===== config.mk =====
export PLATFORM = sky130hd
export DESIGN_NAME = lpm_ctrl
export DESIGN_NICKNAME = d
export VERILOG_FILES = /design/src/lpm_pkg.sv /design/src/lpm_ctrl.sv
export SDC_FILE = /design/constraint.sdc
export NUM_CORES = 1
export LEC_CHECK = 0
export BUFFER_PORTS_ARGS = -buffer_cell sky130_fd_sc_hd__buf_2
export CAP_MARGIN = 20
export CORE_AREA = 10 10 113 115
export DETAILED_ROUTE_END_ITERATION = 7
export DIE_AREA = 0 0 123 125
export MAX_ROUTING_LAYER = met4
export PLACE_DENSITY_LB_ADDON = 0.1
export SLEW_MARGIN = 15
export SYNTH_ARGS = -nofsm -noshare
export SYNTH_HDL_FRONTEND = slang
export SYNTH_SLANG_ARGS = --single-unit

===== constraint.sdc =====
create_clock -name i_clk -period 2.1 [get_ports i_clk]
set_clock_uncertainty 0.05 [all_clocks]
set_input_delay 0.315 -clock i_clk [delete_from_list [all_inputs] [get_ports i_clk]]
set_output_delay 0.315 -clock i_clk [all_outputs]
set_load 0.1 [all_outputs]

===== src/lpm_pkg.sv =====
package lpm_pkg;

    // Register offsets of the plain register port
    localparam logic [3:0] LPM_OFS_CTRL   = 4'h0;
    localparam logic [3:0] LPM_OFS_RTC    = 4'h1;
    localparam logic [3:0] LPM_OFS_STATUS = 4'h2;

    // Control register field positions
    localparam int LPM_CTRL_HALT_PERMIT = 0;
    localparam int LPM_CTRL_DBG_PERMIT  = 1;
    localparam int LPM_CTRL_LV_DETECT   = 2;
    localparam int LPM_CTRL_LV_STOP     = 3;
    localparam int LPM_CTRL_OSC_KEEP    = 4;
    localparam int LPM_CTRL_IRC_KEEP    = 5;
    localparam logic [7:0] LPM_CTRL_RESET = 8'h00;
    localparam logic [2:0] LPM_RTC_PS_OFF = 3'h0;

    // Reset vector location pair
    localparam logic [15:0] LPM_VEC_HI_ADDR = 16'hFFFE;
    localparam logic [15:0] LPM_VEC_LO_ADDR = 16'hFFFF;

    // Wake settle time before the core fetches again
    localparam int LPM_CLK_PERIOD_NS   = 10;
    localparam int LPM_WAKE_SETTLE_NS  = 100;
    localparam int LPM_WAKE_SETTLE_CYC =
        (LPM_WAKE_SETTLE_NS + LPM_CLK_PERIOD_NS - 1) / LPM_CLK_PERIOD_NS;

    // Wake source indices
    localparam int LPM_WK_IRQ    = 0;
    localparam int LPM_WK_KBD    = 1;
    localparam int LPM_WK_SERIAL = 2;
    localparam int LPM_WK_ADC    = 3;
    localparam int LPM_WK_CMP    = 4;
    localparam int LPM_WK_LOWV   = 5;
    localparam int LPM_WK_RTI    = 6;
    localparam int LPM_WK_NUM    = 7;

    typedef enum logic [3:0] {
        LPM_FETCH_HI, LPM_FETCH_LO, LPM_FETCH_DONE, LPM_RUN,
        LPM_WAIT, LPM_STOP, LPM_WAKE, LPM_DEBUG
    } lpm_state_type;

    typedef enum logic [1:0] {
        LPM_CMD_BACKGROUND, LPM_CMD_MEM_STATUS, LPM_CMD_OTHER
    } lpm_cmd_type;

    // Clock gate enables
    typedef struct packed {
        logic core;
        logic bus;
        logic dbg;
        logic osc;
        logic irc;
        logic rtc;
    } lpm_clk_type;

    // Standby controls
    typedef struct packed {
        logic reg_standby;
        logic clk_unit_standby;
        logic adc_standby;
    } lpm_pwr_type;

    // Answer to a debug command
    typedef struct packed {
        logic valid;
        logic accept;
        logic err_lowpower;
        logic mem_go;
    } lpm_resp_type;

endpackage


===== src/lpm_ctrl.sv =====
`timescale 1ns/1ps

//////////////////////////////////////////////////////////////////////////////
// Contract
// - After reset fetch start address from FFFE/FFFF high first, regulator full.
// - Idle instruction stops the core clock.
// - Entering wait clears the core interrupt mask bit.
// - In wait bus clocks run, regulation full, only core clock gated.
// - Interrupt in wait restarts core clock and resumes with stacking.
// - In wait only background and memory-status debug commands are accepted.
// - Memory-status commands in wait, or in stop with debug kept, skip access, report low-power error.
// - Background command in wait wakes device into active debug.
// - Stop3 entered only on halt with halt permit bit set.
// - Stop3 halts all clocks; oscillator and reference clock kept on request.
// - In stop3 clock unit, regulator and converter go to standby.
// - Stop3 retains all register, logic and memory state.
// - Stop3 exits by reset or one of seven listed interrupt sources.
// - Reset exit fetches reset vector; interrupt exit takes interrupt vector.
// - Real-time clock disabled while prescale select is zero; it may wake stop3.
// - Active debug from run only while debug permit bit set.
// - Debug permit at halt keeps debug clocks and full regulation in stop.
// - Stop with debug: background wakes to active debug, then all commands.
// - Low-voltage detect and stop enable at halt keep regulator active.
module lpm_ctrl (
    input  wire logic                 i_clk,
    input  wire logic                 i_rst_n,
    // Register port
    input  wire logic [3:0]           i_addr,
    input  wire logic [7:0]           i_wdata,
    input  wire logic                 i_wr,
    input  wire logic                 i_rd,
    output logic [7:0]                o_rdata,
    // Core side
    input  wire logic                 i_core_idle,
    input  wire logic                 i_core_halt,
    input  wire logic                 i_int_req,
    output logic                      o_core_start,
    output logic [15:0]               o_start_addr,
    output logic                      o_core_resume,
    output logic                      o_clear_imask,
    // Vector fetch port
    output logic                      o_vec_rd,
    output logic [15:0]               o_vec_addr,
    input  wire logic [7:0]           i_vec_rdata,
    // Stop wake sources
    input  wire logic [6:0]           i_wake_src,
    // Debug controller side
    input  wire logic                 i_dbg_cmd_valid,
    input  wire lpm_pkg::lpm_cmd_type i_dbg_cmd,
    input  wire logic                 i_dbg_go,
    output lpm_pkg::lpm_resp_type     o_dbg_resp,
    output logic                      o_active_debug,
    // Clock and power controls
    output lpm_pkg::lpm_clk_type      o_clk_en,
    output lpm_pkg::lpm_pwr_type      o_pwr,
    output logic                      o_retain
);
    import lpm_pkg::*;

    typedef struct packed {
        lpm_state_type st;
        logic [3:0]    cnt;
        logic [7:0]    pc_hi;
        logic [15:0]   start_addr;
        logic          core_start;
        logic          core_resume;
        logic          clear_imask;
        logic          vec_rd;
        logic [15:0]   vec_addr;
        logic [7:0]    ctrl;
        logic [2:0]    rtc_ps;
        logic          dbg_kept;
        logic          reg_kept;
        logic [7:0]    rdata;
        lpm_resp_type  resp;
        lpm_clk_type   clk;
        lpm_pwr_type   pwr;
    } lpm_all_type;

    localparam logic [3:0] SETTLE_LAST = 4'(LPM_WAKE_SETTLE_CYC - 1);

    lpm_all_type r;
    lpm_all_type next_r;

    logic halt_permit;
    logic dbg_permit;
    logic stop_wake;
    logic rtc_on;

    //////////////////////////////////////////////////////////////////////////
    // Decoded control bits
    assign halt_permit = r.ctrl[LPM_CTRL_HALT_PERMIT];
    assign dbg_permit  = r.ctrl[LPM_CTRL_DBG_PERMIT];
    assign rtc_on      = (r.rtc_ps != LPM_RTC_PS_OFF);

    // Stop wake from the listed sources only, real-time one when counting
    always_comb begin
        stop_wake = i_wake_src[LPM_WK_IRQ] | i_wake_src[LPM_WK_KBD]
                  | i_wake_src[LPM_WK_SERIAL] | i_wake_src[LPM_WK_ADC]
                  | i_wake_src[LPM_WK_CMP] | i_wake_src[LPM_WK_LOWV]
                  | (i_wake_src[LPM_WK_RTI] & rtc_on);
    end

    //////////////////////////////////////////////////////////////////////////
    // Next state
    always_comb begin
        next_r             = r;
        next_r.core_start  = 1'b0;
        next_r.core_resume = 1'b0;
        next_r.clear_imask = 1'b0;
        next_r.vec_rd      = 1'b0;
        next_r.resp        = '0;
        next_r.rdata       = 8'h00;

        // Register writes
        if (i_wr) begin
            unique case (i_addr)
                LPM_OFS_CTRL: next_r.ctrl   = i_wdata;
                LPM_OFS_RTC:  next_r.rtc_ps = i_wdata[2:0];
                default: ;
            endcase
        end

        // Register reads, data in the following cycle
        if (i_rd) begin
            unique case (i_addr)
                LPM_OFS_CTRL:   next_r.rdata = r.ctrl;
                LPM_OFS_RTC:    next_r.rdata = {5'h00, r.rtc_ps};
                LPM_OFS_STATUS: next_r.rdata = {r.pwr.reg_standby, r.dbg_kept,
                                                r.reg_kept, 1'b0, r.st};
                default:        next_r.rdata = 8'h00;
            endcase
        end

        // Mode sequencing
        unique case (r.st)
            LPM_FETCH_HI: begin
                next_r.vec_rd   = 1'b1;
                next_r.vec_addr = LPM_VEC_HI_ADDR;
                next_r.st       = LPM_FETCH_LO;
            end
            LPM_FETCH_LO: begin
                next_r.pc_hi    = i_vec_rdata;
                next_r.vec_rd   = 1'b1;
                next_r.vec_addr = LPM_VEC_LO_ADDR;
                next_r.st       = LPM_FETCH_DONE;
            end
            LPM_FETCH_DONE: begin
                next_r.start_addr = {r.pc_hi, i_vec_rdata};
                next_r.core_start = 1'b1;
                next_r.st         = LPM_RUN;
            end
            LPM_RUN: begin
                if (i_dbg_cmd_valid) begin
                    next_r.resp.valid  = 1'b1;
                    next_r.resp.mem_go = (i_dbg_cmd == LPM_CMD_MEM_STATUS);
                    if (i_dbg_cmd == LPM_CMD_BACKGROUND) begin
                        next_r.resp.accept = dbg_permit;
                        if (dbg_permit)
                            next_r.st = LPM_DEBUG;
                    end else begin
                        next_r.resp.accept = 1'b1;
                    end
                end else if (i_core_idle) begin
                    next_r.clear_imask = 1'b1;
                    next_r.st          = LPM_WAIT;
                end else if (i_core_halt && halt_permit) begin
                    next_r.clear_imask = 1'b1;
                    next_r.dbg_kept    = dbg_permit;
                    next_r.reg_kept    = dbg_permit
                        | (r.ctrl[LPM_CTRL_LV_DETECT] & r.ctrl[LPM_CTRL_LV_STOP]);
                    next_r.st          = LPM_STOP;
                end
            end
            LPM_WAIT: begin
                if (i_dbg_cmd_valid) begin
                    next_r.resp.valid = 1'b1;
                    unique case (i_dbg_cmd)
                        LPM_CMD_BACKGROUND: begin
                            next_r.resp.accept = 1'b1;
                            next_r.st          = LPM_DEBUG;
                        end
                        LPM_CMD_MEM_STATUS: begin
                            next_r.resp.accept       = 1'b1;
                            next_r.resp.err_lowpower = 1'b1;
                        end
                        default: next_r.resp.accept = 1'b0;
                    endcase
                end else if (i_int_req) begin
                    next_r.core_resume = 1'b1;
                    next_r.st          = LPM_RUN;
                end
            end
            LPM_STOP: begin
                // State is simply held; only cnt and, on a source wake, dbg_kept are cleared here
                if (i_dbg_cmd_valid && r.dbg_kept) begin
                    next_r.resp.valid = 1'b1;
                    unique case (i_dbg_cmd)
                        LPM_CMD_BACKGROUND: begin
                            next_r.resp.accept = 1'b1;
                            next_r.cnt         = 4'h0;
                            next_r.st          = LPM_WAKE;
                        end
                        LPM_CMD_MEM_STATUS: begin
                            next_r.resp.accept       = 1'b1;
                            next_r.resp.err_lowpower = 1'b1;
                        end
                        default: next_r.resp.accept = 1'b0;
                    endcase
                end else if (stop_wake) begin
                    next_r.dbg_kept = 1'b0;
                    next_r.cnt      = 4'h0;
                    next_r.st       = LPM_WAKE;
                end
            end
            LPM_WAKE: begin
                // Regulation and all clocks but the core clock back on; core clock stays gated while settling before core goes
                if (r.cnt == SETTLE_LAST) begin
                    if (r.dbg_kept) begin
                        next_r.st = LPM_DEBUG;
                    end else begin
                        next_r.core_resume = 1'b1;
                        next_r.st          = LPM_RUN;
                    end
                    next_r.dbg_kept = 1'b0;
                    next_r.reg_kept = 1'b0;
                end else begin
                    next_r.cnt = r.cnt + 4'h1;
                end
            end
            LPM_DEBUG: begin
                if (i_dbg_cmd_valid) begin
                    next_r.resp.valid  = 1'b1;
                    next_r.resp.accept = 1'b1;
                    next_r.resp.mem_go = (i_dbg_cmd == LPM_CMD_MEM_STATUS);
                end else if (i_dbg_go) begin
                    next_r.core_resume = 1'b1;
                    next_r.st          = LPM_RUN;
                end
            end
            default: next_r.st = LPM_FETCH_HI;
        endcase

        // Clock gating follows the next mode
        next_r.clk.bus  = 1'b1;
        next_r.clk.core = 1'b1;
        next_r.clk.dbg  = 1'b1;
        next_r.clk.osc  = 1'b1;
        next_r.clk.irc  = 1'b1;
        next_r.clk.rtc  = (next_r.rtc_ps != LPM_RTC_PS_OFF);
        next_r.pwr      = '0;
        unique case (next_r.st)
            LPM_WAIT: next_r.clk.core = 1'b0;
            LPM_STOP: begin
                next_r.clk.core = 1'b0;
                next_r.clk.bus  = 1'b0;
                next_r.clk.dbg  = next_r.dbg_kept;
                next_r.clk.osc  = next_r.ctrl[LPM_CTRL_OSC_KEEP];
                next_r.clk.irc  = next_r.ctrl[LPM_CTRL_IRC_KEEP];
                next_r.pwr.reg_standby      = ~next_r.reg_kept;
                next_r.pwr.clk_unit_standby = 1'b1;
                next_r.pwr.adc_standby      = 1'b1;
            end
            LPM_WAKE: next_r.clk.core = 1'b0;
            default: ;
        endcase
    end

    //////////////////////////////////////////////////////////////////////////
    // State register
    always_ff @(posedge i_clk or negedge i_rst_n) begin
        if (!i_rst_n) begin
            r            <= '0;
            r.st         <= LPM_FETCH_HI;
            r.ctrl       <= LPM_CTRL_RESET;
            r.clk.bus    <= 1'b1;
            r.clk.core   <= 1'b1;
            r.clk.dbg    <= 1'b1;
            r.clk.osc    <= 1'b1;
            r.clk.irc    <= 1'b1;
        end else begin
            r <= next_r;
        end
    end

    //////////////////////////////////////////////////////////////////////////
    // Outputs
    assign o_rdata        = r.rdata;
    assign o_core_start   = r.core_start;
    assign o_start_addr   = r.start_addr;
    assign o_core_resume  = r.core_resume;
    assign o_clear_imask  = r.clear_imask;
    assign o_vec_rd       = r.vec_rd;
    assign o_vec_addr     = r.vec_addr;
    assign o_dbg_resp     = r.resp;
    assign o_active_debug = (r.st == LPM_DEBUG);
    assign o_clk_en       = r.clk;
    assign o_pwr          = r.pwr;
    assign o_retain       = (r.st == LPM_STOP);

endmodule


### Word level (Yosys, flattened, before mapping)

Index checks and enable logic that the tools add are counted.

| cells by class | value |
|---|---|
| multiply operators | 0 |
| eq/ne operators | 17 |
| $add $sub $neg | 1 |
| div/mod/pow operators | 0 |
| mux-type cells | 58 |
| shifts and indexed selects | 0 |
| bitwise gates (word level) | 10 |
| reductions and logical operators | 14 |
| $lt $le $gt $ge | 0 |

Operator list:

| cell | count |
|---|---|
| 4-bit two-way mux | 13 |
| 17-bit one-hot mux with 2 select lines | 1 |
| 8-bit two-way mux | 4 |
| 4-bit one-hot mux with 8 select lines | 1 |
| 4-bit by 3-bit == test with 1-bit output, second input constant | 7 |
| 8-bit one-hot mux with 3 select lines | 1 |
| 1-bit two-way mux | 19 |
| 3-bit two-way mux | 5 |
| 4-bit by 2-bit == test with 1-bit output, second input constant | 3 |
| 2-bit two-way mux | 6 |
| 9-bit two-way mux | 1 |
| 4-bit by 1-bit == test with 1-bit output, second input constant | 2 |
| 4-bit logical NOT | 2 |
| 2-bit one-hot mux with 4 select lines | 1 |
| 4-bit one-hot mux with 2 select lines | 1 |
| 1-bit bitwise OR | 7 |
| 6-bit two-way mux | 1 |
| 1-bit one-hot mux with 3 select lines | 2 |
| 3-bit nonzero test | 2 |
| 4-bit by 1-bit adder with 4-bit output, second input constant | 1 |
| 4-bit == test, second input constant | 1 |
| 1-bit one-hot mux with 2 select lines | 2 |
| 4-bit AND reduction | 1 |
| 2-bit nonzero test | 2 |
| other kinds (11) | 14 |

| word-level totals | value |
|---|---|
| output and inout bits | 59 |
| word-level logic and storage cells | 128 |
| bits in registers | 86 |
| bits in latches | 0 |
| RAM bits | 0 |
| bits in read-only memories | 0 |
| memories kept | 0 |
| input port bits | 38 |

### Depth between registers and ports, before layout

Gate-level depths: netlist of the first run.

| logic depth | value |
|---|---|
| depth after elaboration | 12 |
| depth in mapped cells | 8 |
| depth with buffers taken out | 8 |

### Least setup slack after synthesis of the first run

Ideal clock, no wire load.

| timing | value |
|---|---|
| path type | flip-flop to flip-flop |
| from | reg r[85] (netlist name) |
| to | reg r[81] (netlist name) |
| path buffers | 2 |
| period minus slack after synthesis | 2.354 ns |
| path slack | -0.254 ns |
| setup time | 0.123 ns |
| arrival time | 2.180 ns |
| required time | 1.927 ns |
| cell stages (with the launch flop) | 9 |
| cells stage by stage | dfrtp_1 buf_2 nor3b_2 and2_1 buf_2 a22oi_2 nor4_4 nand4_1 mux2i_1 |

| on the way | value |
|---|---|
| word-level cells in the longest chain between the ends | 3 |

Ends and longest elaborated chain:

| what | RTL line | text |
|---|---|---|
| start: declaration | lpm_ctrl.sv:82 | `lpm_all_type r;` |
| start signal: assignment | lpm_ctrl.sv:282 | `r <= next_r;` |
| 4-bit by 3-bit == test with 1-bit output (*) | -- |  |
| via o_retain | lpm_ctrl.sv:56 | `output logic o_retain` |
| 3-bit != test (no source line), or another cell as far along | -- |  |
| 4-bit AND reduction (no source line) | -- |  |

The timed path passes the listed nets; every way through them passes the cells marked *.
A chain may end at the register's enable or synchronous reset.

==> results.cfg, run 1 <==
[die]
fp.coreArea_um2 = 10600
die_h_um = 125
dieArea_um2 = 15400
total_i_o_pin_count = 97
fp.dieW_um = 123
start_util_pct = 33.8
row_count = 38

[drt]
drt-vias-per-instance = 4.58
number_of_nets_with_antenna_violations_after_detailed_routing = 0
routed-via-count = 2471
drt-initial-drc-count = 113
detail_route.wl_per_cell_um = 15.7
drcViolationCount = 0
drt_first_pass_iters = 4
drt-total-wl_mm = 8.47

[timing]
fin_worst_hold_slack_ns = 0.149
maxClockFrequency_ghz = 0.506
fin_crit_sh_pct = 94.2
final_critical_path_setup_slack_ns = 0.122
layout_min_cycle_time_ns = 1.98
final_hold_viol_count = 0
grt_setup_unrepaired = yes
setup_viol_count_final = 0
drv_slew = 0

[clocking]
tritoncts = done
max-clock-path-buffers = 2
worst_skew_pair.late_latency_ns = 0.35
cts_max_level = 3
clock-sinks = 71
total_cts_buffers = 9
clkSlewWorstSetupHoldPaths_ns = 0.08
cts_root_buffer = sky130_fd_sc_hd__clkbuf_8

[min_path]
min_path_cells = 2
worstHoldStart = i_wdata[7]
worst_hold_path_type = in -> reg
holdPathEnd = r[33]$_DFFE_PN0P_

[logic_synthesis]
post_synth_fa_ha_maj_area_fraction_pct = 0.699
synth-xor-area-share_pct = 0.245
yosysUniqueCellTypes = 56
number_of_instances_in_the_synthesized_netlist = 306
synth_enable_flop_cells = 0
synth_sequential_area_ratio_pct = 49.8
synth_commonest_cells = 66 x sky130_fd_sc_hd__dfrtp_1, 54 x sky130_fd_sc_hd__buf_4, 36 x sky130_fd_sc_hd__mux2_2, 20 x sky130_fd_sc_hd__nor2_1, 16 x sky130_fd_sc_hd__nand2_1
yosys_warnings = 0
synth_compound_gate_area_share_pct = 7.37
netlist_area_um2 = 3580
share_of_the_synthesized_area_in_the_top_cell_type_pct = 46.1
area_share_of_and_or_nand_nor_cells_after_synthesis_pct = 14.0
postSynthNetCount = 346
synth-seq-cells = 71
synth_top_cells_by_area = sky130_fd_sc_hd__dfrtp_1 46%, sky130_fd_sc_hd__buf_4 11%, sky130_fd_sc_hd__mux2_2 11%
synthesis.area_per_instance_um2 = 11.7
yosysTopAreaCell = sky130_fd_sc_hd__dfrtp_1
synth_top_family_by_area = multiplexers
top_reg_cell_synth = sky130_fd_sc_hd__dfrtp_1
muxShareOfSynthArea_pct = 14.1
async_flop_share_pct = 100
synth_most_common_cell = sky130_fd_sc_hd__dfrtp_1

[critical_path]
reg2reg_slack_ns = 0.12
cp_max_fo = 3
regToRegStartpoint = r[24]$_DFF_PN0_
worstPathCellList = o31ai_4 > a41oi_2 > a22oi_2 > inv_2 > or4b_1
worst_path_largest_cell_delay_ns = 0.53
critPathTopFamily = compound AO/OA/AOI/OAI gates
cp.required_ns = 2.32
critical_path_class = reg -> reg
crit_path_top_delay_cell = sky130_fd_sc_hd__or4b_1
worstReg2RegEnd = o_clk_en[2]$_DFF_PN1_
endpoint_kind = flip-flop
worst_setup_path_start_kind = flip-flop
cp_data_arrival_time_ns = 2.20
crit_buf_inv = 1
reg2reg_depth = 5

[layout]
drive_gt1_share_pct = 56.6
syn2layout_area_growth_pct = 25.2
filler_cell_count = 1051
design.final.nets = 434
fin_area_um2 = 4480
insertedDiodeCount = 0
final_cells = 539

[power_and_ir_drop]
ir_worst_vdd_v = 0.000715
internal_power_component_uw = 2880
p_sw_share_pct = 44.4
cellLeakagePower_uw = 0.00213
seq_power_share_pct = 35.1
combinationalPowerShare_pct = 41.3
power_per_cell_area_nw_per_um2 = 1160
clock_power_share_pct = 23.6
report.power.total_uw = 5180
netSwitchingPower_uw = 2300

[place]
gp_congestion = 0.770
dpl_worst_slack_ns = -0.0206
dp.final_hpwl_mm = 6.48
dpl.cell_count = 512
placed_instance_area_um2 = 4090
port-buffer-count = 96

[global_routing]
antenna_violations_before_repair = 0
grt_start_max_net_pins = 39
grt-ovfl-total = 0
grt_pass1_wl_mm = 13.6
grt_pass1_vias = 2570
track_usage_pct = 11.6

[status]
outcome = completed

[flow_run]
drv.max_cap_violation_count = 0
-- sequential cells by signal, summed over array words and instances, names as in the netlist --
name,flops
o_clk_en,6
o_pwr,2
o_core_resume,1
o_start_addr,16
o_vec_addr,2
o_dbg_resp,4
o_rdata,8
o_core_start,1
o_vec_rd,1
r,27
dbg_permit,1
o_clear_imask,1
halt_permit,1
-- per-layer routing --
layer	part of all wire, %	wire (um)	GRT usage [%]	up-vias
li1	-	-	-	1184
met1	45	3800	14.5	1204
met2	46	3890	17.1	71
met3	7.5	634	3.74	12
met4	1.7	147	4.32	0
met5	0	0	-	-
-- worst max path at each step --
stage	from	endpoint	cells after the start	slack [ns]
2_1_floorplan	r[85]$_DFF_PN0_	r[81]$_DFFE_PN0P_	8	0.02
3_3_place_gp	r[85]$_DFF_PN0_	r[81]$_DFFE_PN0P_	6	-0.006
3_5_place_dp	r[85]$_DFF_PN0_	o_pwr[2]$_DFF_PN0_	6	-0.02
4_1_cts	r[84]$_DFF_PN0_	o_pwr[2]$_DFF_PN0_	6	0.01
5_1_grt	r[79]$_DFFE_PN0P_	o_pwr[2]$_DFF_PN0_	8	-0.03
6_report	r[24]$_DFF_PN0_	o_clk_en[2]$_DFF_PN1_	5	0.12
-- timing repair --
action	4_1_cts	5_1_grt
setup buffers	0	11
hold buffers	1	0
pin swaps	1	8
hold endpoints to repair	33	0
gates resized for setup	4	17
endpoints found under the setup margin	6	11
-- worst register-to-register path, stage by stage, from the launching register on --
cell and delay (ns):
sky130_fd_sc_hd__dfrtp_1 0.43, sky130_fd_sc_hd__o31ai_4 0.29, sky130_fd_sc_hd__a41oi_2 0.18, sky130_fd_sc_hd__a22oi_2 0.35, sky130_fd_sc_hd__inv_2 0.07, sky130_fd_sc_hd__or4b_1 0.53
-- metrics by stage --
stage	TNS [ns]	utilization (%)
4_1_cts	0	40.9
3_3_place_gp	-0.0126	38.6
6_report	0	42.3
5_1_grt	-0.0315	42.3
2_1_floorplan	0	-
3_5_place_dp	-0.0256	38.6
-- power by group through the flow --
stage | combinational, uW | sequential [uW] | clock [uW]
after CTS | 2120 | 1820 | 1270
after detailed placement | 2110 | 1850 | 0
after global placement | 2100 | 1840 | 0
after floorplan | 1920 | 1830 | 0
after global routing | 2240 | 1860 | 1330
final | 2140 | 1820 | 1220
-- cell type report --
cell class / instances / area (um^2) / area share [%]
Clock inverter: 5 / 81.3 / 1.81
Inverter: 7 / 26.3 / 0.586
Tap cell: 140 / 175 / 3.91
Multi-Input combinational cell: 163 / 1390 / 30.9
Sequential cell: 71 / 1790 / 39.9
Timing Repair Buffer: 142 / 886 / 19.8
Clock buffer: 11 / 141 / 3.15
-- cell usage in the layout, fill, tap and decap left out, drive strengths merged, types with 5 or more instances in the layout --
| cell type | instances |
|---|---|
| nor2 | 20 |
| dfrtp | 66 |
| a21oi | 5 |
| and3 | 5 |
| dfstp | 5 |
| inv | 7 |
| nand2 | 16 |
| nor2b | 6 |
| buf | 141 |
| mux2 | 36 |
| nor3b | 5 |
| mux2i | 10 |
| clkbuf | 11 |
-- kinds of logic (layout without fill, tap and decap cells) --
logic type,Yosys count,count (layout)
compound gates,31,31
buf+inv,72,165
xor+xnor,1,1
fa+ha+maj,2,2
flops,71,71
mux,46,46
other cells,1,1
simple gates,82,82
Power figures use the tool's default switching activity.
==> inputs of run 2 (changes only) <==
==> constraint.sdc (replaced) <==
create_clock -name i_clk -period 2.2 [get_ports i_clk]
set_clock_uncertainty 0.05 [all_clocks]
set_input_delay 0.33 -clock i_clk [delete_from_list [all_inputs] [get_ports i_clk]]
set_output_delay 0.33 -clock i_clk [all_outputs]
set_load 0.1 [all_outputs]
==> results.cfg, run 2 (synthesis results as in run 1) <==
[status]
outcome = completed

[drt]
number_of_nets_with_antenna_violations_after_detailed_routing = 0
detail_route.wl_per_cell_um = 16.1
drt-total-wl_mm = 8.45
drt-initial-drc-count = 132
drt_first_pass_iters = 4
drt-vias-per-instance = 4.64
drcViolationCount = 0
routed-via-count = 2431

[flow_run]
drv.max_cap_violation_count = 0

[die]
die_h_um = 125
total_i_o_pin_count = 97
dieArea_um2 = 15400
fp.dieW_um = 123
start_util_pct = 33.8
row_count = 38
fp.coreArea_um2 = 10600

[place]
port-buffer-count = 96
dpl.cell_count = 504
gp_congestion = 0.785
dp.final_hpwl_mm = 6.56

[timing]
max_slew.worst_pin.slew_ns = 0.587
fin_crit_sh_pct = 94.7
drv_slew = 0
final_hold_viol_count = 0
totalNegativeSetupSlack_ns = 0
maxClockFrequency_ghz = 0.480
fin_worst_hold_slack_ns = 0.161
setup_viol_count_final = 0
layout_min_cycle_time_ns = 2.08
timing.slew.headroom_pct = 60.9

[min_path]
worst_hold_path_type = in -> reg

[layout]
layout.core_utilization_pct = 40.5
commonest_non_fill_non_tap_cells_in_the_layout = 94 x sky130_fd_sc_hd__buf_2, 63 x sky130_fd_sc_hd__dfrtp_1, 36 x sky130_fd_sc_hd__mux2_2
number_of_flip_flops_under_the_largest_register_name = 27
mostFrequentLayoutCell = sky130_fd_sc_hd__buf_2
design.final.nets = 419
syn2layout_area_growth_pct = 20.0
drive_gt1_share_pct = 53.1
regMostFlops = r
final_cells = 524
insertedDiodeCount = 0

[clocking]
max-clock-path-buffers = 2
clkSlewWorstSetupHoldPaths_ns = 0.08
worst_skew_pair.late_latency_ns = 0.35
total_cts_buffers = 9
cts_max_level = 3
cts_root_buffer = sky130_fd_sc_hd__clkbuf_8
clock-sinks = 71
tritoncts = done

[global_routing]
grt_pass1_wl_mm = 13.6
grt_pass1_vias = 2564
track_usage_pct = 11.5
grt_start_max_net_pins = 32
antenna_violations_before_repair = 0
grt-ovfl-total = 0

[power_and_ir_drop]
ir_worst_vdd_v = 0.000667
cellLeakagePower_uw = 0.00203
power_per_cell_area_nw_per_um2 = 1120
report.power.total_uw = 4810

[critical_path]
cp.required_ns = 2.41
critical_path_class = reg -> reg
cp_data_arrival_time_ns = 2.30
cp_max_fo = 7
worst_setup_path_start_kind = flip-flop
endpoint_kind = flip-flop
run 2: timing repair:
| action | 4_1_cts | 5_1_grt |
|---|---|---|
| endpoints found under the setup margin | 1 | 7 |
| pin swaps | 0 | 2 |
| endpoints found under the hold margin | 20 | 0 |
| hold buffers | 1 | 0 |
| gates resized for setup | 2 | 6 |
| setup buffers | 0 | 3 |
run 2: area by class of cell:
class                   count  area [um^2]
fillers                  1011         6300
flip-flops and latches     71         1790
multi-input cells         163         1320
repair buffers            127          781
well taps                 140          175
clock buffers              10          138
clock inverters             6         67.6
inverters                   7         26.3
run 2: path summary, 6_finish.rpt:
kind	start	endpoint	slack, ns	cells past startpoint
max	r[84]$_DFF_PN0_	o_clk_en[1]$_DFF_PN1_	0.12	8
min	i_wdata[7]	r[33]$_DFFE_PN0P_	0.16	2
min in group asynchronous	i_rst_n	r[33]$_DFFE_PN0P_	0.47	2
min reg2reg	o_start_addr[8]$_DFFE_PN0P_	o_start_addr[8]$_DFFE_PN0P_	0.46	1
max in group asynchronous	i_rst_n	o_clk_en[5]$_DFF_PN1_	1.00	3
max reg2reg	r[84]$_DFF_PN0_	o_clk_en[1]$_DFF_PN1_	0.12	8
run 2: report_power, final:
group	internal [uW]	total, uW	leakage [uW]	switching, uW
logic	458	1980	0.00106	1520
clock network	558	1080	0.0000989	525
registers	1590	1750	0.000867	159
total	2610	4810	0.00203	2210
run 2: through the flow:
step,instance area [um^2],setup WS [ns]
2_1_floorplan,3580,0.0416
3_3_place_gp,4040,-0.0213
3_5_place_dp,4040,0.00118
4_1_cts,4260,0.0358
5_1_grt,4300,-0.000653
6_report,4300,0.117
run 2: metal layers:
metal / GRT usage, % / share of wire, % / vias to the layer above
li1: - / - / 1154
met1: 14.0 / 45 / 1199
met4: 3.91 / 1.1 / 0
met3: 3.96 / 8.0 / 6
met2: 17.6 / 46 / 72
met5: - / 0 / -
run 2: critical path: stages, from the launching register on:
cell and delay [ns]:
sky130_fd_sc_hd__dfrtp_2 0.45, sky130_fd_sc_hd__clkbuf_2 0.17, sky130_fd_sc_hd__buf_4 0.14, sky130_fd_sc_hd__buf_4 0.13, sky130_fd_sc_hd__nand4bb_1 0.09, sky130_fd_sc_hd__o211ai_1 0.12
sky130_fd_sc_hd__a22oi_2 0.23, sky130_fd_sc_hd__inv_2 0.09, sky130_fd_sc_hd__or4b_1 0.53
